<file path="src/include/ced_pkg.sv">
// Constants and carrier types for the low-priority exception dispatcher
package ced_pkg;

   // ===========================================================
   // Vectors and cause codes
   localparam logic [31:0] CED_GEN_OFFSET     = 32'h0000_0180;
   localparam logic [31:0] CED_DBG_VEC_NOPROBE = 32'hBFC0_0480;
   localparam logic [31:0] CED_DBG_VEC_PROBE   = 32'hBFC0_0200;
   localparam logic [4:0]  CED_CODE_COPRO     = 5'h0B;
   localparam logic [4:0]  CED_CODE_RSVD      = 5'h0A;
   localparam logic [4:0]  CED_CODE_WRAP      = 5'h0C;
   localparam logic [4:0]  CED_CODE_TRAP      = 5'h0D;
   localparam logic [4:0]  CED_CODE_STMIS     = 5'h05;
   localparam logic [4:0]  CED_CODE_BUSERR    = 5'h07;

   // ===========================================================
   // Register map (word offsets in bytes)
   localparam logic [7:0]  CED_REG_CAUSE      = 8'h00;
   localparam logic [7:0]  CED_REG_STATUS     = 8'h04;
   localparam logic [7:0]  CED_REG_DEBUG      = 8'h08;
   localparam logic [7:0]  CED_REG_CTRL       = 8'h0C;
   localparam logic [7:0]  CED_REG_VBASE      = 8'h10;
   localparam logic [7:0]  CED_REG_IRQ_STAT   = 8'h14;
   localparam logic [7:0]  CED_REG_IRQ_EN     = 8'h18;
   localparam logic [7:0]  CED_REG_IRQ_CLR    = 8'h1C;

   // Field positions
   localparam int CED_ST_LVL_BIT   = 0;
   localparam int CED_ST_COP_LSB   = 28;
   localparam int CED_DBG_LW_BIT   = 0;
   localparam int CED_DBG_SW_BIT   = 1;
   localparam int CED_DBG_IF_BIT   = 2;
   localparam int CED_DBG_IL_BIT   = 3;
   localparam int CED_DBG_IS_BIT   = 4;
   localparam int CED_CTL_PROBE_BIT = 0;
   localparam int CED_IRQ_GEN_BIT  = 0;
   localparam int CED_IRQ_DBG_BIT  = 1;

   // Reset values
   localparam logic [31:0] CED_VBASE_RST      = 32'h9FC0_0000;
   localparam logic [31:0] CED_ZERO32         = 32'h0000_0000;

   // ===========================================================
   // Carriers
   typedef struct packed {
      logic       copro_unusable;
      logic [1:0] copro_num;
      logic       reserved_opcode;
      logic       math_wrap;
      logic       trap_true;
      logic       data_break;
      logic       data_break_store;
      logic       store_misalign;
      logic       bus_error;
      logic       complex_break;
      logic [2:0] complex_kind;   // fetch, load, store
   } ced_cond_t;

   typedef struct packed {
      logic        valid;
      logic        debug;
      logic [31:0] vector;
      logic [4:0]  code;
   } ced_disp_t;

   typedef enum logic [3:0] {
      CED_K_NONE   = 4'h0,
      CED_K_COPRO  = 4'h1,
      CED_K_RSVD   = 4'h2,
      CED_K_WRAP   = 4'h3,
      CED_K_TRAP   = 4'h4,
      CED_K_LDBRK  = 4'h5,
      CED_K_STBRK  = 4'h6,
      CED_K_STMIS  = 4'h7,
      CED_K_BUSERR = 4'h8,
      CED_K_COMPLEX_BREAK   = 4'h9
   } ced_kind_t;

endpackage : ced_pkg

</file>
<file path="src/rtl/ced_dispatch.sv">
// Priority selection and dispatch of low-priority core exceptions
`timescale 1ns/1ps

// How it works
// - Disabled coprocessor: 0x180, select+level flags, 0x0B
// - Undefined opcode: 0x180, level flag only, 0x0A
// - Signed overflow: 0x180, EXCEPTION_LEVEL_FLAG, code 0x0C
// - True trap: 0x180, EXCEPTION_LEVEL_FLAG, code 0x0D
// - Misaligned store: 0x180, EXCEPTION_LEVEL_FLAG, code 0x05
// - Data bus error: 0x180, EXCEPTION_LEVEL_FLAG, code 0x07
// - Load data break: probe-dependent debug vector
// - Store data break: same debug vectors
// - Data break sets load or store flag
// - Complex break: debug vector, imprecise flags
// - Fixed priority, complex break lowest
module ced_dispatch
(
   input  wire logic              clk_in,
   input  wire logic              reset_n_in,
   input  wire ced_pkg::ced_cond_t cond_in,
   input  wire logic              handler_ack_in,
   input  wire logic [7:0]        reg_addr_in,
   input  wire logic [31:0]       reg_wdata_in,
   input  wire logic              reg_wr_in,
   input  wire logic              reg_rd_in,
   output logic                   disp_valid_out,
   output logic                   disp_debug_out,
   output logic [31:0]            disp_vector_out,
   output logic [31:0]            reg_rdata_out,
   output logic                   irq_out
);
   import ced_pkg::*;

   // ===========================================================
   // Priority encoder
   ced_kind_t kind;

   always_comb
   begin
      kind = CED_K_NONE;
      if (cond_in.copro_unusable)                            kind = CED_K_COPRO;
      else if (cond_in.reserved_opcode)                      kind = CED_K_RSVD;
      else if (cond_in.math_wrap)                            kind = CED_K_WRAP;
      else if (cond_in.trap_true)                            kind = CED_K_TRAP;
      else if (cond_in.data_break && !cond_in.data_break_store) kind = CED_K_LDBRK;
      else if (cond_in.data_break &&  cond_in.data_break_store) kind = CED_K_STBRK;
      else if (cond_in.store_misalign)                       kind = CED_K_STMIS;
      else if (cond_in.bus_error)                            kind = CED_K_BUSERR;
      else if (cond_in.complex_break)                        kind = CED_K_COMPLEX_BREAK;
   end

   // ===========================================================
   // Architectural state
   logic [31:0] vbase_ff;
   logic        probe_en_ff;
   logic        lvl_ff;
   logic [3:0]  cop_sel_ff;
   logic [4:0]  cause_ff;
   logic [4:0]  dbg_ff;
   logic [1:0]  irq_stat_ff;
   logic [1:0]  irq_en_ff;
   ced_disp_t   nxt_disp;

   logic [31:0] dbg_vec;
   assign dbg_vec = probe_en_ff ? CED_DBG_VEC_PROBE : CED_DBG_VEC_NOPROBE;

   // Carry out of the top bit is dropped on purpose: the vector wraps
   logic [31:0] gen_vec;
   assign gen_vec = 32'(vbase_ff + CED_GEN_OFFSET);

   // Vector and code lookup; one exception taken per cycle
   always_comb
   begin
      nxt_disp = '{valid: 1'b0, debug: 1'b0, vector: CED_ZERO32, code: 5'h00};
      unique case (kind)
         CED_K_NONE: ;
         CED_K_COPRO:  nxt_disp = '{1'b1, 1'b0, gen_vec, CED_CODE_COPRO};
         CED_K_RSVD:   nxt_disp = '{1'b1, 1'b0, gen_vec, CED_CODE_RSVD};
         CED_K_WRAP:   nxt_disp = '{1'b1, 1'b0, gen_vec, CED_CODE_WRAP};
         CED_K_TRAP:   nxt_disp = '{1'b1, 1'b0, gen_vec, CED_CODE_TRAP};
         CED_K_LDBRK:  nxt_disp = '{1'b1, 1'b1, dbg_vec, 5'h00};
         CED_K_STBRK:  nxt_disp = '{1'b1, 1'b1, dbg_vec, 5'h00};
         CED_K_STMIS:  nxt_disp = '{1'b1, 1'b0, gen_vec, CED_CODE_STMIS};
         CED_K_BUSERR: nxt_disp = '{1'b1, 1'b0, gen_vec, CED_CODE_BUSERR};
         CED_K_COMPLEX_BREAK:   nxt_disp = '{1'b1, 1'b1, dbg_vec, 5'h00};
         default:      nxt_disp = '{valid: 1'b0, debug: 1'b0, vector: CED_ZERO32, code: 5'h00};
      endcase
   end

   // ===========================================================
   // Dispatch outputs, one-cycle pulse per taken exception
   always_ff @(posedge clk_in or negedge reset_n_in)
   begin
      if (!reset_n_in)
      begin
         disp_valid_out  <= 1'b0;
         disp_debug_out  <= 1'b0;
         disp_vector_out <= CED_ZERO32;
      end
      else
      begin
         disp_valid_out  <= nxt_disp.valid;
         disp_debug_out  <= nxt_disp.debug;
         disp_vector_out <= nxt_disp.vector;
      end
   end

   logic gen_take;
   logic wr_status;
   logic wr_debug;
   logic wr_ctrl;
   logic wr_vbase;
   logic wr_irq_en;
   logic wr_irq_clr;
   assign gen_take   = nxt_disp.valid && !nxt_disp.debug;
   assign wr_status  = reg_wr_in && (reg_addr_in == CED_REG_STATUS);
   assign wr_debug   = reg_wr_in && (reg_addr_in == CED_REG_DEBUG);
   assign wr_ctrl    = reg_wr_in && (reg_addr_in == CED_REG_CTRL);
   assign wr_vbase   = reg_wr_in && (reg_addr_in == CED_REG_VBASE);
   assign wr_irq_en  = reg_wr_in && (reg_addr_in == CED_REG_IRQ_EN);
   assign wr_irq_clr = reg_wr_in && (reg_addr_in == CED_REG_IRQ_CLR);

   // Level flag; hardware set beats a software write in the same cycle
   always_ff @(posedge clk_in or negedge reset_n_in)
   begin
      if (!reset_n_in)
         lvl_ff <= 1'b0;
      else
      begin
         if (wr_status)
            lvl_ff <= reg_wdata_in[CED_ST_LVL_BIT];
         if (gen_take)
            lvl_ff <= 1'b1;
      end
   end

   // Coprocessor select bits; the faulting unit's bit beats a write
   always_ff @(posedge clk_in or negedge reset_n_in)
   begin
      if (!reset_n_in)
         cop_sel_ff <= 4'h0;
      else
      begin
         if (wr_status)
            cop_sel_ff <= reg_wdata_in[CED_ST_COP_LSB +: 4];
         if (kind == CED_K_COPRO)
            cop_sel_ff[cond_in.copro_num] <= 1'b1;
      end
   end

   // cause code held for the handler
   always_ff @(posedge clk_in or negedge reset_n_in)
   begin
      if (!reset_n_in)
         cause_ff <= 5'h00;
      else if (gen_take)
         cause_ff <= nxt_disp.code;
   end

   // Debug flags: cleared by writing ones, a new break wins
   always_ff @(posedge clk_in or negedge reset_n_in)
   begin
      if (!reset_n_in)
         dbg_ff <= 5'h00;
      else
      begin
         if (wr_debug)
            dbg_ff <= dbg_ff & ~reg_wdata_in[4:0];
         if (kind == CED_K_LDBRK)
            dbg_ff[CED_DBG_LW_BIT] <= 1'b1;
         if (kind == CED_K_STBRK)
            dbg_ff[CED_DBG_SW_BIT] <= 1'b1;
         if (kind == CED_K_COMPLEX_BREAK)
         begin
            if (cond_in.complex_kind[0])
               dbg_ff[CED_DBG_IF_BIT] <= 1'b1;
            if (cond_in.complex_kind[1])
               dbg_ff[CED_DBG_IL_BIT] <= 1'b1;
            if (cond_in.complex_kind[2])
               dbg_ff[CED_DBG_IS_BIT] <= 1'b1;
         end
      end
   end

   // ===========================================================
   // Software configuration; a new base applies to the next exception
   always_ff @(posedge clk_in or negedge reset_n_in)
   begin
      if (!reset_n_in)
         vbase_ff <= CED_VBASE_RST;
      else if (wr_vbase)
         vbase_ff <= reg_wdata_in;
   end

   always_ff @(posedge clk_in or negedge reset_n_in)
   begin
      if (!reset_n_in)
         probe_en_ff <= 1'b0;
      else if (wr_ctrl)
         probe_en_ff <= reg_wdata_in[CED_CTL_PROBE_BIT];
   end

   always_ff @(posedge clk_in or negedge reset_n_in)
   begin
      if (!reset_n_in)
         irq_en_ff <= 2'b00;
      else if (wr_irq_en)
         irq_en_ff <= reg_wdata_in[1:0];
   end

   // ===========================================================
   // Interrupt: sticky events, write-one-to-clear, set wins
   logic [1:0] irq_set;
   assign irq_set = {nxt_disp.valid && nxt_disp.debug, gen_take};

   always_ff @(posedge clk_in or negedge reset_n_in)
   begin
      if (!reset_n_in)
         irq_stat_ff <= 2'b00;
      else if (wr_irq_clr)
         irq_stat_ff <= (irq_stat_ff & ~reg_wdata_in[1:0]) | irq_set;
      else
         irq_stat_ff <= irq_stat_ff | irq_set;
   end

   always_ff @(posedge clk_in or negedge reset_n_in)
   begin
      if (!reset_n_in)
         irq_out <= 1'b0;
      else
         irq_out <= |(irq_stat_ff & irq_en_ff);
   end

   // ===========================================================
   // Register read, data valid one cycle after the strobe
   logic [31:0] nxt_rdata;
   always_comb
   begin
      nxt_rdata = CED_ZERO32;
      unique case (reg_addr_in)
         CED_REG_CAUSE:    nxt_rdata = {25'h0, cause_ff, 2'b00};
         CED_REG_STATUS:   nxt_rdata = {cop_sel_ff, 27'h0, lvl_ff};
         CED_REG_DEBUG:    nxt_rdata = {27'h0, dbg_ff};
         CED_REG_CTRL:     nxt_rdata = {31'h0, probe_en_ff};
         CED_REG_VBASE:    nxt_rdata = vbase_ff;
         CED_REG_IRQ_STAT: nxt_rdata = {30'h0, irq_stat_ff};
         CED_REG_IRQ_EN:   nxt_rdata = {30'h0, irq_en_ff};
         default:          nxt_rdata = CED_ZERO32;
      endcase
   end

   always_ff @(posedge clk_in or negedge reset_n_in)
   begin
      if (!reset_n_in)
         reg_rdata_out <= CED_ZERO32;
      else if (reg_rd_in)
         reg_rdata_out <= nxt_rdata;
      else
         reg_rdata_out <= CED_ZERO32;
   end

endmodule : ced_dispatch

</file>
<file path="config.mk">
export PLATFORM = sky130hd
export DESIGN_NAME = ced_dispatch
export DESIGN_NICKNAME = d
export VERILOG_FILES = /design/src/include/ced_pkg.sv /design/src/rtl/ced_dispatch.sv
export SDC_FILE = /design/constraint.sdc
export NUM_CORES = 1
export LEC_CHECK = 0
export BUFFER_PORTS_ARGS = -buffer_cell sky130_fd_sc_hd__buf_4
export CELL_PAD_IN_SITES_DETAIL_PLACEMENT = 1
export CELL_PAD_IN_SITES_GLOBAL_PLACEMENT = 2
export CORE_UTILIZATION = 30
export CTS_BUF_LIST = sky130_fd_sc_hd__clkbuf_4 sky130_fd_sc_hd__clkbuf_8
export DETAILED_ROUTE_END_ITERATION = 7
export GPL_TIMING_DRIVEN = 0
export PLACE_DENSITY_LB_ADDON = 0.1
export SYNTH_ARGS = -nofsm -noshare
export SYNTH_HDL_FRONTEND = slang
export SYNTH_SLANG_ARGS = --single-unit
</file>
<file path="constraint.sdc">
create_clock -name clk_in -period 2.13 [get_ports clk_in]
set_input_delay 0.1065 -clock clk_in [delete_from_list [all_inputs] [get_ports clk_in]]
set_output_delay 0.1065 -clock clk_in [all_outputs]
set_load 0.05 [all_outputs]
</file>
==> flow_metrics.tcl <==
set metrics [dict create \
    hpwlAfterDp_mm 10.3 \
    clkPwrFrac 0.449 \
    final_nets 668 \
    hold_viol_final 0 \
    final_cells 841 \
    pwr-share-comb 0.115 \
    ys_types 61 \
    setup_viol 0 \
    seqPwrFrac 0.437 \
    gp_congestion 0.746 \
    antenna_left 0 \
    rsz0062_at_grt "true" \
    synth_compound_area_frac 0.0879 \
    initial_core_util 0.309 \
    power_leakage_uw 0.00357 \
    drt_iter0_markers 191 \
    clock_latency_ps 440 \
    critPathRequiredTime_ps 2470 \
    wl_per_cell_um 18.0 \
    cts_max_level 4 \
    die_w_um 133 \
    clock-sinks 118 \
    clockBufferDepth 2 \
    antenna_found_initial 0 \
    synth_top_family_by_area "simple AND/OR/NAND/NOR gates" \
    via_per_inst 4.75 \
    wl_mm 15.2 \
    crit_type "flop to flop" \
    drv_slew 0 \
    worstPathArrival_ps 2380 \
    clkTransAtPathRegs_ps 70 \
    min_period_ps 2050 \
    dp_slack_ps -321 \
    synthMuxAreaShare 0.122 \
    ios 126 \
    ys_top_cells_by_count "dfrtp_1 (110), and2_1 (33), mux2_4 (32)" \
    yosysTopAreaCellShare 0.534 \
    ys_top_cells_by_area "dfrtp_1 (53%), mux2_4 (9.3%), dfstp_2 (4.1%)" \
    maxCapViolCount 0 \
    synth_fa_ha_area_frac 0.00243 \
    yosys_warnings 0 \
    grt_pass1_vias 4393 \
    status "complete, no violations" \
    drt_first_pass_iters 4 \
    synth_nets 471 \
    setup.worst_path.start_class "flop" \
    p_switching_uw 1320 \
    synthArstFlopShare 1.00 \
    die_h_um 133 \
    syn2layout_area_growth_pct 44.1 \
    powerDensity_nw_per_um2 746 \
    syn_avg_cell_area_um2 12.5 \
    fmax_ghz 0.488 \
    rows 47 \
    fin_area_um2 7420 \
    final.setup_skew_ps 14.8 \
    end_kind "flop" \
    fin_ws_ps 81.4 \
    yosys_register_bits 118 \
    swShare 0.239 \
    core_um2 16700 \
    grt_max_degree 91 \
    yosysSeqAreaShare 0.575 \
    crit_fanout 8 \
    antenna_cells 0 \
    synth_top_cell_by_area "dfrtp_1" \
    die-area_um2 17700 \
    synth_simple_gate_area_frac 0.168 \
    drive_above_1_share 0.359 \
    tritoncts "done" \
    cell_internal_pwr_uw 4210 \
    vias 3995 \
    route.detailed.drc 0 \
    worst_slew_pin_slew_ps 957 \
    slew_headroom 0.359 \
    numCtsBuffers 17 \
    synth_xor_area_frac 0.0187 \
    fill_cells 1812 \
    period_share 0.962 \
    synth_edf_count 0 \
    clock_tree.root_cell "clkbuf_8" \
    synth_ff_type "dfrtp_1" \
    synth_area_um2 5150 \
    place_area_um2 6380 \
    io_buffers 123 \
    synthesis.instances 411 \
    irDropWorstVdd_v 0.000332 \
    synth.most_common_cell "dfrtp_1" \
    gr-total-overflow 0 \
    grt_pass1_wl_mm 24.6 \
    place_inst 755 \
    grt_usage 0.185 \
    hp-class "input pin to flop" \
]
## cell families (layout without fill, tap and decap cells)
kind of cell    after synthesis  after routing
mux                          46             46
flops                       118            118
simple gates                148            148
xor+xnor                     11             11
buf+inv                      26            236
compound gates               61             61
fa+ha+maj                     1              1
## cell type report
cell class | instances | area, µm² | share of cell area
Sequential cell | 118 | 2970 | 0.400
Multi-Input combinational cell | 267 | 2070 | 0.278
Timing Repair Buffer | 179 | 1500 | 0.202
Clock buffer | 25 | 319 | 0.0430
Tap cell | 220 | 275 | 0.0371
Clock inverter | 7 | 165 | 0.0223
Buffer | 15 | 93.8 | 0.0126
Inverter | 10 | 37.5 | 0.00506
## cells in the final DEF, fill, tap and decap left out, drive strengths merged, types with 3 or more instances in the layout
master and count:
bufinv 5, or4 4, and4 4, nand2b 8
inv 10, nor4 3, or3 4, buf 134
dfstp 8, dfrtp 110, o22ai 3, a21oi 6
mux2 37, xnor2 4, nand4 5, nor3 7
clkbuf 32, o311ai 17, nor2 27, nor4b 4
mux2i 9, a22oi 7, dlygate4sd3 53, nand2 31
and2 33, nand3 8, xor2 7, a22o 4
o21ai 9
## power groups by stage
stage	combinational (µW)	clock, µW	sequential [µW]
finish	635	2480	2420
global route	684	2640	2430
CTS	643	2550	2420
detailed placement	552	0	2460
global placement	536	0	2450
floorplan	163	0	2560
## state kept, by name, summed over array words and instances, names as in the netlist
name and count:
disp_debug_out 1, dbg_ff 5, irq_en_ff 2, disp_valid_out 1, cause_ff 4, irq_stat_ff 2, disp_vector_out 32, lvl_ff 1
probe_en_ff 1, irq_out 1, cop_sel_ff 4, vbase_ff 32, reg_rdata_out 32
## worst max-delay path, cell delays in order, from the launching register on
cell and delay, ps:
dfrtp_1 480, o2111ai_2 250, or2_0 270, clkbuf_1 220
or4_1 510, a21oi_1 210
## path summary, 6_finish.rpt
kind / startpoint / to / slack, ps / depth (start not counted)
worst min-delay path: cond_in[9] / cause_ff[2] / 60 / 3
max in group asynchronous: reset_n_in / vbase_ff[9] / 1220 / 3
worst min register to register: cause_ff[3] / cause_ff[3] / 500 / 2
worst max register to register: vbase_ff[10] / disp_vector_out[30] / 80 / 5
min in group asynchronous: reset_n_in / disp_vector_out[4] / 100 / 2
worst max-delay path: vbase_ff[10] / disp_vector_out[30] / 80 / 5
## routing by layer
layer | global-route usage | share of wire | up-vias | routed length, µm
met5 | 0 | 0 | - | 0
met2 | 0.291 | 0.48 | 95 | 7290
met3 | 0.0467 | 0.041 | 18 | 616
li1 | - | - | 1869 | -
met4 | 0.0607 | 0.013 | 0 | 195
met1 | 0.247 | 0.47 | 2013 | 7080
## what timing repair did
item                                   CTS  global route
hold buffers                            53             0
pin swaps                                0             1
setup endpoints to repair                7            10
setup buffers                            0             2
resized for setup                        2             7
endpoints found under the hold margin  161             0
## stage by stage
step                       util  hold WS, ps  total power, µW  TNS, ps
final                     0.444         63.1             5530        0
after global routing      0.444         71.0             5750    -33.8
after CTS                 0.443         27.9             5610        0
after detailed placement  0.382         4.01             3010    -3080
after global placement    0.380          298             2990    -2210
after floorplan               -         -189             2720        0
Note: power is estimated with default switching activity, not from simulation.
